===== src/rtl/tile_routing_pkg.sv =====
// Constants and types shared by the logic tile routing interface
package tile_routing_pkg;
   localparam int DP_WIDTH        = 8;
   localparam int DP_IO_COUNT     = 6;
   localparam int CFG_DEPTH       = 8;
   localparam int CFG_WIDTH       = 16;
   localparam int CFG_ADDR_WIDTH  = 3;
   localparam int REG_WIDTH       = 8;
   localparam int PORT_PINS       = 8;
   localparam int PORT_OE_COUNT   = 4;
   localparam int SUBCOMP_COUNT   = 4;
   localparam int SUB_CLK_SEL_W   = 2;
   // Configuration word fields
   localparam int CFG_OP_LSB      = 0;
   localparam int CFG_OP_MSB      = 2;
   localparam int CFG_SRC_B       = 3;
   localparam int CFG_USE_CARRY   = 4;
   localparam int CFG_SHIFT_LSB   = 5;
   localparam int CFG_SHIFT_MSB   = 6;
   localparam int CFG_DEST_A1     = 7;
   localparam int CFG_WRITE_EN    = 8;
   localparam int CFG_BANK        = 9;
   localparam logic [REG_WIDTH-1:0] CTRL_RESET  = 8'h00;
   localparam logic [DP_WIDTH-1:0]  DATA_RESET  = 8'h00;
   localparam logic [DP_WIDTH-1:0]  ALL_ONES    = 8'hFF;
   localparam logic [PORT_PINS-1:0] PINS_ZERO   = 8'h00;
   localparam logic [2:0]           SYNC_ZERO   = 3'h0;
   localparam logic [1:0]           SHIFT_NONE  = 2'h0;
   localparam logic [1:0]           SHIFT_LEFT  = 2'h1;
   localparam logic [1:0]           SHIFT_RIGHT = 2'h2;
   localparam logic [1:0]           SHIFT_SWAP  = 2'h3;
   localparam logic [1:0]           OE_GANG_ALL = 2'h0;
   localparam logic [1:0]           OE_GANG_2   = 2'h1;
   localparam logic [1:0]           OE_GANG_4   = 2'h2;
   localparam logic [1:0]           OE_SINGLE   = 2'h3;

   typedef enum logic [2:0] {
      ALU_PASS = 3'h0, ALU_INC = 3'h1, ALU_DEC = 3'h2, ALU_ADD = 3'h3,
      ALU_SUB  = 3'h4, ALU_AND = 3'h5, ALU_OR  = 3'h6, ALU_XOR = 3'h7
   } alu_op_type;

   typedef enum logic [1:0] {
      SEL_CONDITION = 2'h1,
      SEL_SERIAL    = 2'h2
   } out_sel_type;
endpackage


===== src/rtl/logic_tile_routing_interface.sv =====
// Routing-side interface of a programmable logic tile
// Functional notes
// Carry and shift-out registered for 16-bit time-multiplexing
// Datapath has six routed inputs, six outputs
// Routed inputs pick configuration and give serial data
// Each output picks condition or serial out
// Control register bus-writable, bits drive routing
// Status register read-only, shows routed signals
// Sticky status bit cleared by firmware read
// Every register bit has programmable routing connection
// Control bit usable as tile clock enable
// Each subcomponent has own clock select, enable
// Port takes 16 data and four drive routes
// Pin output optionally pipelined one stage
// Pin input optionally double-synchronised or bypassed
// Pin synchronisers run on master clock
// Firmware-visible pin inputs should be synchronised
// Four output enables, ganged eight down to single
// Configuration store eight words of sixteen bits
// Control bits hold value, reset to zero
// Capture set beats clearing read
module logic_tile_routing_interface
   import tile_routing_pkg::*;
#(
   parameter int CLK_SOURCES = 4
) (
   input  wire logic                                 sys_clk_i,
   input  wire logic                                 srst_i,
   // Dynamic configuration store load
   input  wire logic                                 cfg_we_i,
   input  wire logic [tile_routing_pkg::CFG_ADDR_WIDTH-1:0] cfg_waddr_i,
   input  wire logic [tile_routing_pkg::CFG_WIDTH-1:0]      cfg_wdata_i,
   // Datapath routed inputs and outputs
   input  wire logic [tile_routing_pkg::DP_IO_COUNT-1:0]    dp_route_i,
   input  wire logic [tile_routing_pkg::DP_WIDTH-1:0]       dp_par_i,
   input  wire logic [2*tile_routing_pkg::DP_IO_COUNT-1:0]  dp_out_sel_i,
   output logic      [tile_routing_pkg::DP_IO_COUNT-1:0]    dp_route_o,
   output logic      [tile_routing_pkg::DP_WIDTH-1:0]       dp_acc0_o,
   // Control and status registers
   input  wire logic                                 ctrl_wr_i,
   input  wire logic [tile_routing_pkg::REG_WIDTH-1:0]      ctrl_wdata_i,
   output logic      [tile_routing_pkg::REG_WIDTH-1:0]      ctrl_route_o,
   input  wire logic                                 stat_rd_i,
   input  wire logic [tile_routing_pkg::REG_WIDTH-1:0]      stat_route_i,
   input  wire logic [tile_routing_pkg::REG_WIDTH-1:0]      stat_sticky_mask_i,
   output logic      [tile_routing_pkg::REG_WIDTH-1:0]      stat_rdata_o,
   // Per-subcomponent clock selection
   input  wire logic [CLK_SOURCES-1:0]               clk_src_en_i,
   input  wire logic [tile_routing_pkg::SUBCOMP_COUNT*tile_routing_pkg::SUB_CLK_SEL_W-1:0] sub_clk_sel_i,
   input  wire logic [tile_routing_pkg::SUBCOMP_COUNT-1:0]  sub_en_i,
   input  wire logic [tile_routing_pkg::SUBCOMP_COUNT-1:0]  sub_ctrl_gate_i,
   input  wire logic [tile_routing_pkg::SUBCOMP_COUNT*3-1:0] sub_gate_bit_i,
   output logic      [tile_routing_pkg::SUBCOMP_COUNT-1:0]  sub_clk_en_o,
   // I/O port routing
   input  wire logic [tile_routing_pkg::PORT_PINS-1:0]      port_out_data_i,
   input  wire logic [tile_routing_pkg::PORT_PINS-1:0]      port_out_pipe_i,
   input  wire logic [3:0]                           port_drive_i,
   input  wire logic [tile_routing_pkg::PORT_OE_COUNT-1:0]  port_oe_route_i,
   input  wire logic [1:0]                           port_oe_mode_i,
   output logic      [tile_routing_pkg::PORT_PINS-1:0]      pin_out_o,
   output logic      [tile_routing_pkg::PORT_PINS-1:0]      pin_oe_o,
   output logic      [3:0]                           pin_drive_o,
   input  wire logic [tile_routing_pkg::PORT_PINS-1:0]      pin_in_i,
   input  wire logic [tile_routing_pkg::PORT_PINS-1:0]      port_in_sync_i,
   output logic      [tile_routing_pkg::PORT_PINS-1:0]      port_in_data_o
);
   import tile_routing_pkg::*;

   initial begin
      if (CLK_SOURCES < 1 || CLK_SOURCES > (1 << SUB_CLK_SEL_W)) begin
         $error("CLK_SOURCES out of range");
      end
   end

   // ************************************************
   // Shared helpers
   // ************************************************
   function automatic logic [DP_WIDTH:0] alu_fn(input logic [2:0] op, input logic [DP_WIDTH-1:0] a,
                                                 input logic [DP_WIDTH-1:0] b, input logic cin);
      logic [DP_WIDTH:0] r;
      r = '0;
      case (op)
         ALU_INC: r = {1'b0, a} + {{DP_WIDTH{1'b0}}, 1'b1} + {{DP_WIDTH{1'b0}}, cin};
         ALU_DEC: r = {1'b0, a} - {{DP_WIDTH{1'b0}}, 1'b1} - {{DP_WIDTH{1'b0}}, cin};
         ALU_ADD: r = {1'b0, a} + {1'b0, b} + {{DP_WIDTH{1'b0}}, cin};
         ALU_SUB: r = {1'b0, a} - {1'b0, b} - {{DP_WIDTH{1'b0}}, cin};
         ALU_AND: r = {1'b0, a & b};
         ALU_OR:  r = {1'b0, a | b};
         ALU_XOR: r = {1'b0, a ^ b};
         default: r = {1'b0, a};
      endcase
      return r;
   endfunction

   // ************************************************
   // Dynamic configuration store
   // ************************************************
   logic [CFG_WIDTH-1:0] cfg_mem [CFG_DEPTH];
   logic [CFG_WIDTH-1:0] cfg_word;

   always_ff @(posedge sys_clk_i) begin
      if (cfg_we_i) begin
         cfg_mem[cfg_waddr_i] <= cfg_wdata_i;
      end
   end

   // Routed inputs: [2:0] config address, [3] serial in, [4] carry in, [5] inverts configured bank
   assign cfg_word = cfg_mem[dp_route_i[CFG_ADDR_WIDTH-1:0]];

   // ************************************************
   // Time-multiplexed datapath
   // ************************************************
   logic [DP_WIDTH-1:0] acc_q   [2][2];
   logic [DP_WIDTH-1:0] data_q  [2];
   logic                carry_q [2];
   logic                sout_q  [2];
   logic                bank;
   logic [DP_WIDTH-1:0] op_a, op_b, alu_r, shift_r;
   logic [DP_WIDTH:0]   alu_full;
   logic                cin, sin, sout;
   logic                dst;

   assign bank = cfg_word[CFG_BANK] ^ dp_route_i[5];
   assign dst  = cfg_word[CFG_DEST_A1];
   assign op_a = acc_q[bank][dst];
   assign op_b = cfg_word[CFG_SRC_B] ? data_q[bank] : acc_q[bank][~dst];
   // Other bank's stored carry lets low byte feed high byte next cycle
   assign cin  = cfg_word[CFG_USE_CARRY] ? carry_q[~bank] : dp_route_i[4];
   assign sin  = cfg_word[CFG_USE_CARRY] ? sout_q[~bank] : dp_route_i[3];
   assign alu_full = alu_fn(cfg_word[CFG_OP_MSB:CFG_OP_LSB], op_a, op_b, cin);
   assign alu_r = alu_full[DP_WIDTH-1:0];

   always_comb begin
      shift_r = alu_r;
      sout    = 1'b0;
      case (cfg_word[CFG_SHIFT_MSB:CFG_SHIFT_LSB])
         SHIFT_LEFT:  begin shift_r = {alu_r[DP_WIDTH-2:0], sin}; sout = alu_r[DP_WIDTH-1]; end
         SHIFT_RIGHT: begin shift_r = {sin, alu_r[DP_WIDTH-1:1]}; sout = alu_r[0]; end
         SHIFT_SWAP:  shift_r = {alu_r[3:0], alu_r[7:4]};
         default:     shift_r = alu_r;
      endcase
   end

   always_ff @(posedge sys_clk_i) begin
      if (srst_i) begin
         for (int i = 0; i < 2; i++) begin
            acc_q[i][0] <= DATA_RESET;
            acc_q[i][1] <= DATA_RESET;
            data_q[i]   <= DATA_RESET;
            carry_q[i]  <= 1'b0;
            sout_q[i]   <= 1'b0;
         end
      end else if (sub_clk_en_o[2]) begin
         if (cfg_word[CFG_WRITE_EN]) begin
            acc_q[bank][dst] <= shift_r;
         end else begin
            data_q[bank] <= dp_par_i;
         end
         carry_q[bank] <= alu_full[DP_WIDTH];
         sout_q[bank]  <= sout;
      end
   end

   assign dp_acc0_o = acc_q[1'b0][1'b0];

   // ************************************************
   // Datapath routed outputs
   // ************************************************
   logic [DP_IO_COUNT-1:0] cond_vec, ser_vec;
   logic [DP_IO_COUNT-1:0] dp_route_q;

   assign cond_vec = {alu_full[DP_WIDTH], shift_r == ALL_ONES, shift_r == DATA_RESET,
                      op_a == op_b, op_a < op_b, carry_q[bank]};
   assign ser_vec  = {{(DP_IO_COUNT-2){sout}}, sout_q[bank], sout};

   always_ff @(posedge sys_clk_i) begin
      if (srst_i) begin
         dp_route_q <= '0;
      end else begin
         for (int i = 0; i < DP_IO_COUNT; i++) begin
            case (out_sel_type'(dp_out_sel_i[2*i +: 2]))
               SEL_CONDITION: dp_route_q[i] <= cond_vec[i];
               SEL_SERIAL:    dp_route_q[i] <= ser_vec[i];
               default:       dp_route_q[i] <= 1'b0;
            endcase
         end
      end
   end
   assign dp_route_o = dp_route_q;

   // ************************************************
   // Control and status registers
   // ************************************************
   logic [REG_WIDTH-1:0] ctrl_q, sticky_q, stat_q;

   always_ff @(posedge sys_clk_i) begin
      if (srst_i) begin
         ctrl_q <= CTRL_RESET;
      end else if (ctrl_wr_i && sub_clk_en_o[3]) begin
         ctrl_q <= ctrl_wdata_i;
      end
   end
   assign ctrl_route_o = ctrl_q;

   always_ff @(posedge sys_clk_i) begin
      if (srst_i) begin
         sticky_q <= CTRL_RESET;
      end else begin
         // New events OR'd after the read clear so none is lost
         sticky_q <= (stat_rd_i ? CTRL_RESET : sticky_q)
                     | (stat_route_i & stat_sticky_mask_i);
      end
   end

   always_ff @(posedge sys_clk_i) begin
      if (srst_i) begin
         stat_q <= CTRL_RESET;
      end else begin
         stat_q <= (stat_route_i & ~stat_sticky_mask_i) | (sticky_q & stat_sticky_mask_i);
      end
   end
   assign stat_rdata_o = stat_q;

   // ************************************************
   // Per-subcomponent clock enables
   // ************************************************
   always_ff @(posedge sys_clk_i) begin
      if (srst_i) begin
         sub_clk_en_o <= '0;
      end else begin
         for (int s = 0; s < SUBCOMP_COUNT; s++) begin
            sub_clk_en_o[s] <= sub_en_i[s]
                               && clk_src_en_i[sub_clk_sel_i[s*SUB_CLK_SEL_W +: SUB_CLK_SEL_W]]
                               && (!sub_ctrl_gate_i[s] || ctrl_q[sub_gate_bit_i[s*3 +: 3]]);
         end
      end
   end

   // ************************************************
   // I/O port routing
   // ************************************************
   logic [PORT_PINS-1:0] out_pipe_q;
   logic [PORT_PINS-1:0] in_s1_q, in_s2_q, in_s3_q;
   logic [PORT_PINS-1:0] in_clean_q;

   always_ff @(posedge sys_clk_i) begin
      if (srst_i) begin
         out_pipe_q <= PINS_ZERO;
         in_s1_q    <= PINS_ZERO;
         in_s2_q    <= PINS_ZERO;
         in_s3_q    <= PINS_ZERO;
         in_clean_q <= PINS_ZERO;
         pin_drive_o <= '0;
      end else begin
         out_pipe_q <= port_out_data_i;
         in_s1_q    <= pin_in_i;
         in_s2_q    <= in_s1_q;
         in_s3_q    <= in_s2_q;
         in_clean_q <= (in_s2_q & in_s3_q) | (in_clean_q & (in_s2_q | in_s3_q));
         pin_drive_o <= port_drive_i;
      end
   end

   // Bypass is combinational by design, for feed-through paths only
   assign pin_out_o = (port_out_pipe_i & out_pipe_q) | (~port_out_pipe_i & port_out_data_i);
   assign port_in_data_o = (port_in_sync_i & in_clean_q) | (~port_in_sync_i & pin_in_i);

   always_comb begin
      pin_oe_o = PINS_ZERO;
      for (int p = 0; p < PORT_PINS; p++) begin
         case (port_oe_mode_i)
            OE_GANG_ALL: pin_oe_o[p] = port_oe_route_i[0];
            OE_GANG_2:   pin_oe_o[p] = port_oe_route_i[p / 4];
            OE_GANG_4:   pin_oe_o[p] = port_oe_route_i[p / 2];
            OE_SINGLE:   pin_oe_o[p] = (p < PORT_OE_COUNT) ? port_oe_route_i[p] : 1'b0;
            default:     pin_oe_o[p] = 1'b0;
         endcase
      end
   end
endmodule


===== config.mk =====
export PLATFORM = sky130hd
export DESIGN_NAME = logic_tile_routing_interface
export DESIGN_NICKNAME = d
export VERILOG_FILES = /design/src/rtl/tile_routing_pkg.sv /design/src/rtl/logic_tile_routing_interface.sv
export SDC_FILE = /design/constraint.sdc
export NUM_CORES = 1
export LEC_CHECK = 0
export BUFFER_PORTS_ARGS = -buffer_cell sky130_fd_sc_hd__buf_4
export CORE_ASPECT_RATIO = 1.1
export CORE_MARGIN = 3
export CORE_UTILIZATION = 39
export CTS_CLUSTER_DIAMETER = 40
export DETAILED_ROUTE_END_ITERATION = 8
export GPL_TIMING_DRIVEN = 0
export PLACE_DENSITY_LB_ADDON = 0.12
export SKIP_LAST_GASP = 1
export SYNTH_ARGS = -nofsm -noshare
export SYNTH_HDL_FRONTEND = slang
export SYNTH_SLANG_ARGS = --single-unit

===== constraint.sdc =====
create_clock -name sys_clk_i -period 18.9 [get_ports sys_clk_i]
set_input_delay 0.945 -clock sys_clk_i [delete_from_list [all_inputs] [get_ports sys_clk_i]]
set_output_delay 0.945 -clock sys_clk_i [all_outputs]
set_load 0.05 [all_outputs]

## Word-level counts from Yosys, hierarchy flattened

Memories as Yosys holds them, arrays and structs flattened.
Cells that the tools add are included.

- Memory bits (writable): 180
- Output and inout bits: 62
- Bits of input ports: 148
- Bits in registers: 78
- Memories kept: 5
- Logic and storage cells: 186

- Order comparisons: 12
- Bitwise operators: 26
- Equality and inequality tests: 27
- Add/sub/neg operators: 8
- Reductions and logical operators: 27
- Multiplexer cells: 70

Memory list:

| name | words | width | rd ports | clocked after Yosys merged registers in | wr ports | line | RTL |
|---|---|---|---|---|---|---|---|
| cfg_mem | 8 | 16 | 1 | 0 | 1 | logic_tile_routing_interface.sv:98 | `logic [CFG_WIDTH-1:0] cfg_mem [CFG_DEPTH];` |
| acc_q | 2 | 16 | 2 | 0 | 2 | logic_tile_routing_interface.sv:113 | `logic [DP_WIDTH-1:0] acc_q [2][2];` |
| data_q | 2 | 8 | 1 | 0 | 2 | logic_tile_routing_interface.sv:114 | `logic [DP_WIDTH-1:0] data_q [2];` |
| carry_q | 2 | 1 | 2 | 0 | 2 | logic_tile_routing_interface.sv:115 | `logic carry_q [2];` |
| sout_q | 2 | 1 | 2 | 0 | 2 | logic_tile_routing_interface.sv:116 | `logic sout_q [2];` |

Operator list:

| operator | count |
|---|---|
| $and 8x8->8 | 10 |
| $mux 8 | 10 |
| $pmux 9 s7 | 1 |
| $or 8x8->8 | 7 |
| $mux 16 | 3 |
| $mux 1 | 34 |
| $not 8->8 | 3 |
| $pmux 8 s3 | 1 |
| $eq 2x2->1 const B | 10 |
| $add 9x1->9 | 2 |
| $sub 9x1->9 | 2 |
| $eq 2x1->1 const B | 8 |
| $lt 3x4->1 const B | 4 |
| $pmux 1 s2 | 8 |
| $reduce_or 16->1 | 1 |
| $bmux 1 s3 | 4 |
| $eq 3x3->1 const B | 4 |
| $lt 2x3->1 const B | 4 |
| $logic_and 1x1->1 | 10 |
| $add 8x1->9 const B | 1 |
| $add 8x8->9 | 1 |
| $sub 8x1->9 const B | 1 |
| $sub 8x8->9 | 1 |
| $bmux 1 s2 | 4 |
| other kinds (23) | 36 |

## Longest topological paths before layout

An unclocked memory read counts as a cell.

- Depth after elaboration: 13
- Depth in mapped cells: 27
- Gate-level depth less buffers: 22

## Least setup slack after synthesis

Ideal clock, no wire load.

- Kind: input -> register
- Start point: input dp_route_i[1] in the netlist's numbering
- End point: register dp_route_q[4], in the netlist dp_route_o[4]
- Setup slack: 11.724 ns
- Stages: 25
- Data arrival time: 7.080 ns
- Cell sequence: buf_4 -> mux4_2 -> mux2i_2 -> xor2_2 -> buf_4 -> buf_4 -> buf_4 -> clkbuf_1 -> clkbuf_1 -> mux4_2 -> nand2_1 -> o21a_1 -> ha_1 -> inv_1 -> ha_1 -> a2111oi_0 -> or4_1 -> a21oi_1 -> o221a_2 -> o2111ai_1 -> nand4_1 -> a31o_1 -> or3_1 -> or4_1 -> o41ai_2

- Longest elaborated chain between the ends: 13
- Elaborated cells between the ends (all ways): 45
- Classes of those cells: add/sub (8); eq/ne (11); mux (13); bitwise (8); memory (5)

RTL lines:

| item | line | RTL |
|---|---|---|
| start, declared | logic_tile_routing_interface.sv:34 | `input wire logic [tile_routing_pkg::DP_IO_COUNT-1:0] dp_route_i,` |
| $mem_v2 8x16 * | - |  |
| $xor 1x1->1 / $not 1->1 (equally long branches) | logic_tile_routing_interface.sv:123, logic_tile_routing_interface.sv:126 |  |
| $mem_v2 2x16 / $not 1->2 (equally long branches) | - |  |
| $mux 8 (implied by the code) (3 in a row) | logic_tile_routing_interface.sv:126 | `assign op_b = cfg_word[CFG_SRC_B] ? data_q[bank] : acc_q[bank][~dst];` |
| $mux 8 | logic_tile_routing_interface.sv:126 |  |
| $sub 8x8->9 / $add 8x8->9 (equally long branches) | logic_tile_routing_interface.sv:86, logic_tile_routing_interface.sv:85 |  |
| $sub 9x1->9 / $add 9x1->9 (equally long branches) | logic_tile_routing_interface.sv:86, logic_tile_routing_interface.sv:85 |  |
| $pmux 9 s7 | logic_tile_routing_interface.sv:82 | `case (op)` |
| $pmux 8 s3 | logic_tile_routing_interface.sv:136 | `case (cfg_word[CFG_SHIFT_MSB:CFG_SHIFT_LSB])` |
| $eq 8x8->1 | logic_tile_routing_interface.sv:172 | `assign cond_vec = {alu_full[DP_WIDTH], shift_r == ALL_ONES, shift_r == DATA_RESET,` |
| $pmux 1 s2 * | logic_tile_routing_interface.sv:181 | `case (out_sel_type'(dp_out_sel_i[2*i +: 2]))` |
| end signal, assigned by index | logic_tile_routing_interface.sv:182 | `SEL_CONDITION: dp_route_q[i] <= cond_vec[i];` |
| end signal, assigned by index | logic_tile_routing_interface.sv:183 | `SEL_SERIAL: dp_route_q[i] <= ser_vec[i];` |
| end, declared | logic_tile_routing_interface.sv:170 | `logic [DP_IO_COUNT-1:0] dp_route_q;` |

Every way passes the cells marked *; elsewhere a longest branch is shown, timed or not. The select of a mux whose other input is x is not followed.
A chain may end at the register's enable or synchronous reset.

## Worst setup path in the final report

Same ends and word-level chain as after synthesis.

==> metrics.cfg <==
[synthesis]
synth_top_family_by_area=multiplexers
synth-seq-cells=210
synthTopCellsByArea=edfxtp_1 (33%), dfxtp_1 (13%), mux4_2 (8.2%), ha_1 (6.3%), mux2i_1 (4.6%)
avgSynthCellArea_um2=11.2
synth_simple_gate_area_share_pct=14.3
synth_flop_cell=edfxtp_1
synthMuxAreaShare_pct=16.9
synth-adder-area-share_pct=6.84
ys_types=74
synthCells=1057
synth.top_cell.area_share_pct=33.4
syn_nets=1268
synth_compound_area_share_pct=10.1
synth_seq_area_share_pct=46.6
yosysMostFrequentCell=edfxtp_1
synth_edf_count=132
syn_area_um2=11900
synth-warning-count=0
synth-xor-area-share_pct=0.876
synthArstFlopShare_pct=0
synth_commonest_cells=edfxtp_1 (132), nor2_1 (103), dfxtp_1 (78), nand2_1 (72), ha_1 (60)
yosys.area.top_type=edfxtp_1

[worst_hold_path]
worstHoldPathType=reg2reg

[clock_network]
cts_sinks=210
cts_tree=done
cts_buffer_depth=3
htreeDepth=1
numCtsBuffers=26
cts_setup_buffers=0
cts.repair.resized=0
cts_root_buf=clkbuf_16
clk_pin_slew_ps=60
ctsHoldBuffers=0
clkLatencyLatePin_ps=520

[critical_path]
cp_max_fo=10
cp-start-kind=input pin
cp.arrival_ps=8930
path_class=in2reg
crit_path_end_kind=flip-flop
crit_required_ps=19280

[floorplanning]
floorplan.initialDensity_pct=39.9
placementRows=66
core_area_um2=29700
dieArea_um2=32500
pin_count=210
fp.dieH_um=189
die_w_um=172

[sta]
slew_headroom_pct=19.9
finalHoldViolations=0
setup_viol=0
fin_ws_ps=10360
fmax_mhz=117
tns_ps=0
clock_skew_ps=12.5
worstMarginPinSlew_ps=1200
fin_crit_sh_pct=45.2
rsz0062_at_grt=no
fin_crit_ps=8540
drv_slew=0

[grt]
grt.total_usage_pct=19.9
grt_max_degree=15
grt_overflow=0
antenna_found_initial=3
grt_pass1_vias=9062
grt_first_pass_wirelength_um=50500

[detailed_routing]
vias=9159
drtIter0Drc=643
routed_via_density=5.45
ant_nets=0
wl_per_cell_um=19.5
drc=0
drt-total-wl_um=32700
drt-pass1-iter-count=5

[outcome]
status=complete, no violations

[layout]
utilization_pct=49.5
final_cell_area_um2=14700
n_antenna_cell=0
nets=1499
drive_above_1_share_pct=27.2
areaGrowthSynthToFinish_pct=24.2

[power]
ir_worst_vdd_mv=0.0744
powerDensity_nw_per_um2=91.7
power.total_mw=1.35
leakagePower_nw=5.90

[run]
cap_violations=0

[placed_design]
dpl_cell_area_um2=13900
globalplace.congestion=0.910
place_hpwl_um=25100
port_buffers=201
preCtsSetupSlack_ps=9820

cell usage in the layout, fill, tap and decap left out, drive strengths merged, types with 46 or more instances in the layout:
master / instances
edfxtp: 132
mux2i: 57
a21oi: 59
inv: 56
dfxtp: 78
ha: 60
mux4: 46
buf: 236
nor2b: 47
nand2: 72
nor2: 103
clkbuf: 57
worst paths after layout:
| path | start | endpoint | slack, ps | cells after the start |
|---|---|---|---|---|
| worst max register to register | cfg_mem[5][9] | dp_route_o[4] | 10700 | 24 |
| worst max-delay path | dp_route_i[1] | dp_route_o[4] | 10360 | 25 |
| worst min-delay path | in_s1_q[3] | in_s2_q[3] | 430 | 1 |
| worst min register to register | in_s1_q[3] | in_s2_q[3] | 430 | 1 |
power by group:
| group | internal (mW) | switching, mW | total, mW |
|---|---|---|---|
| clock | 0.281 | 0.197 | 0.479 |
| combinational | 0.142 | 0.219 | 0.361 |
| sequential | 0.504 | 0.00767 | 0.511 |
registers in the layout, summed over array words and instances, names as in the netlist:
register,flops
data_q,16
pin_drive_o,4
sout_q,2
in_s2_q,8
stat_rdata_o,8
in_s3_q,8
acc_q,32
out_pipe_q,8
dp_route_o,6
sub_clk_en_o,4
carry_q,2
cfg_mem,80
ctrl_route_o,8
sticky_q,8
in_clean_q,8
in_s1_q,8
kinds of logic (layout without fill, tap and decap cells):
kind of cell	Yosys count	in the layout
XOR/XNOR	11	11
adder cells (fa/ha/maj)	63	63
buffers and inverters	111	362
AO/OA/AOI/OAI	183	183
AND/OR/NAND/NOR	342	342
flip-flops	210	210
multiplexers	137	137
layout make-up:
type / count / area (um^2)
repair buffers: 203 / 1530
multi-input cells: 736 / 5830
clock buffers: 31 / 691
clock inverters: 17 / 164
fillers: 2706 / 15000
plain buffers: 59 / 314
flip-flops and latches: 210 / 5530
inverters: 52 / 195
well taps: 374 / 468
critical path: stages:
cell	delay [ps]
buf_4	210
mux4_2	540
mux2i_2	230
xor2_2	520
buf_4	320
buf_4	260
buf_4	210
clkbuf_1	570
clkbuf_1	580
mux4_2	430
nand2_1	80
o21a_1	270
ha_1	320
inv_1	110
ha_1	310
a2111oi_0	530
or4_1	260
a21oi_1	90
o221a_2	320
o2111ai_1	140
nand4_1	130
a31o_1	310
or3_1	390
or4_1	410
o41ai_2	400
metrics by stage:
stage / instances / hold WS, ps
floorplan: 1057 / 414
global placement: 1632 / 417
detailed placement: 1634 / 420
CTS: 1682 / 429
global route: 1682 / 451
finish: 1682 / 431
metal layers:
metal  wire, um  GRT usage [%]
met1      13200           26.1
met2      16000           32.6
met3       2610           4.84
met4        929           5.99
met5         34              0
(Power assumes the default switching activity.)
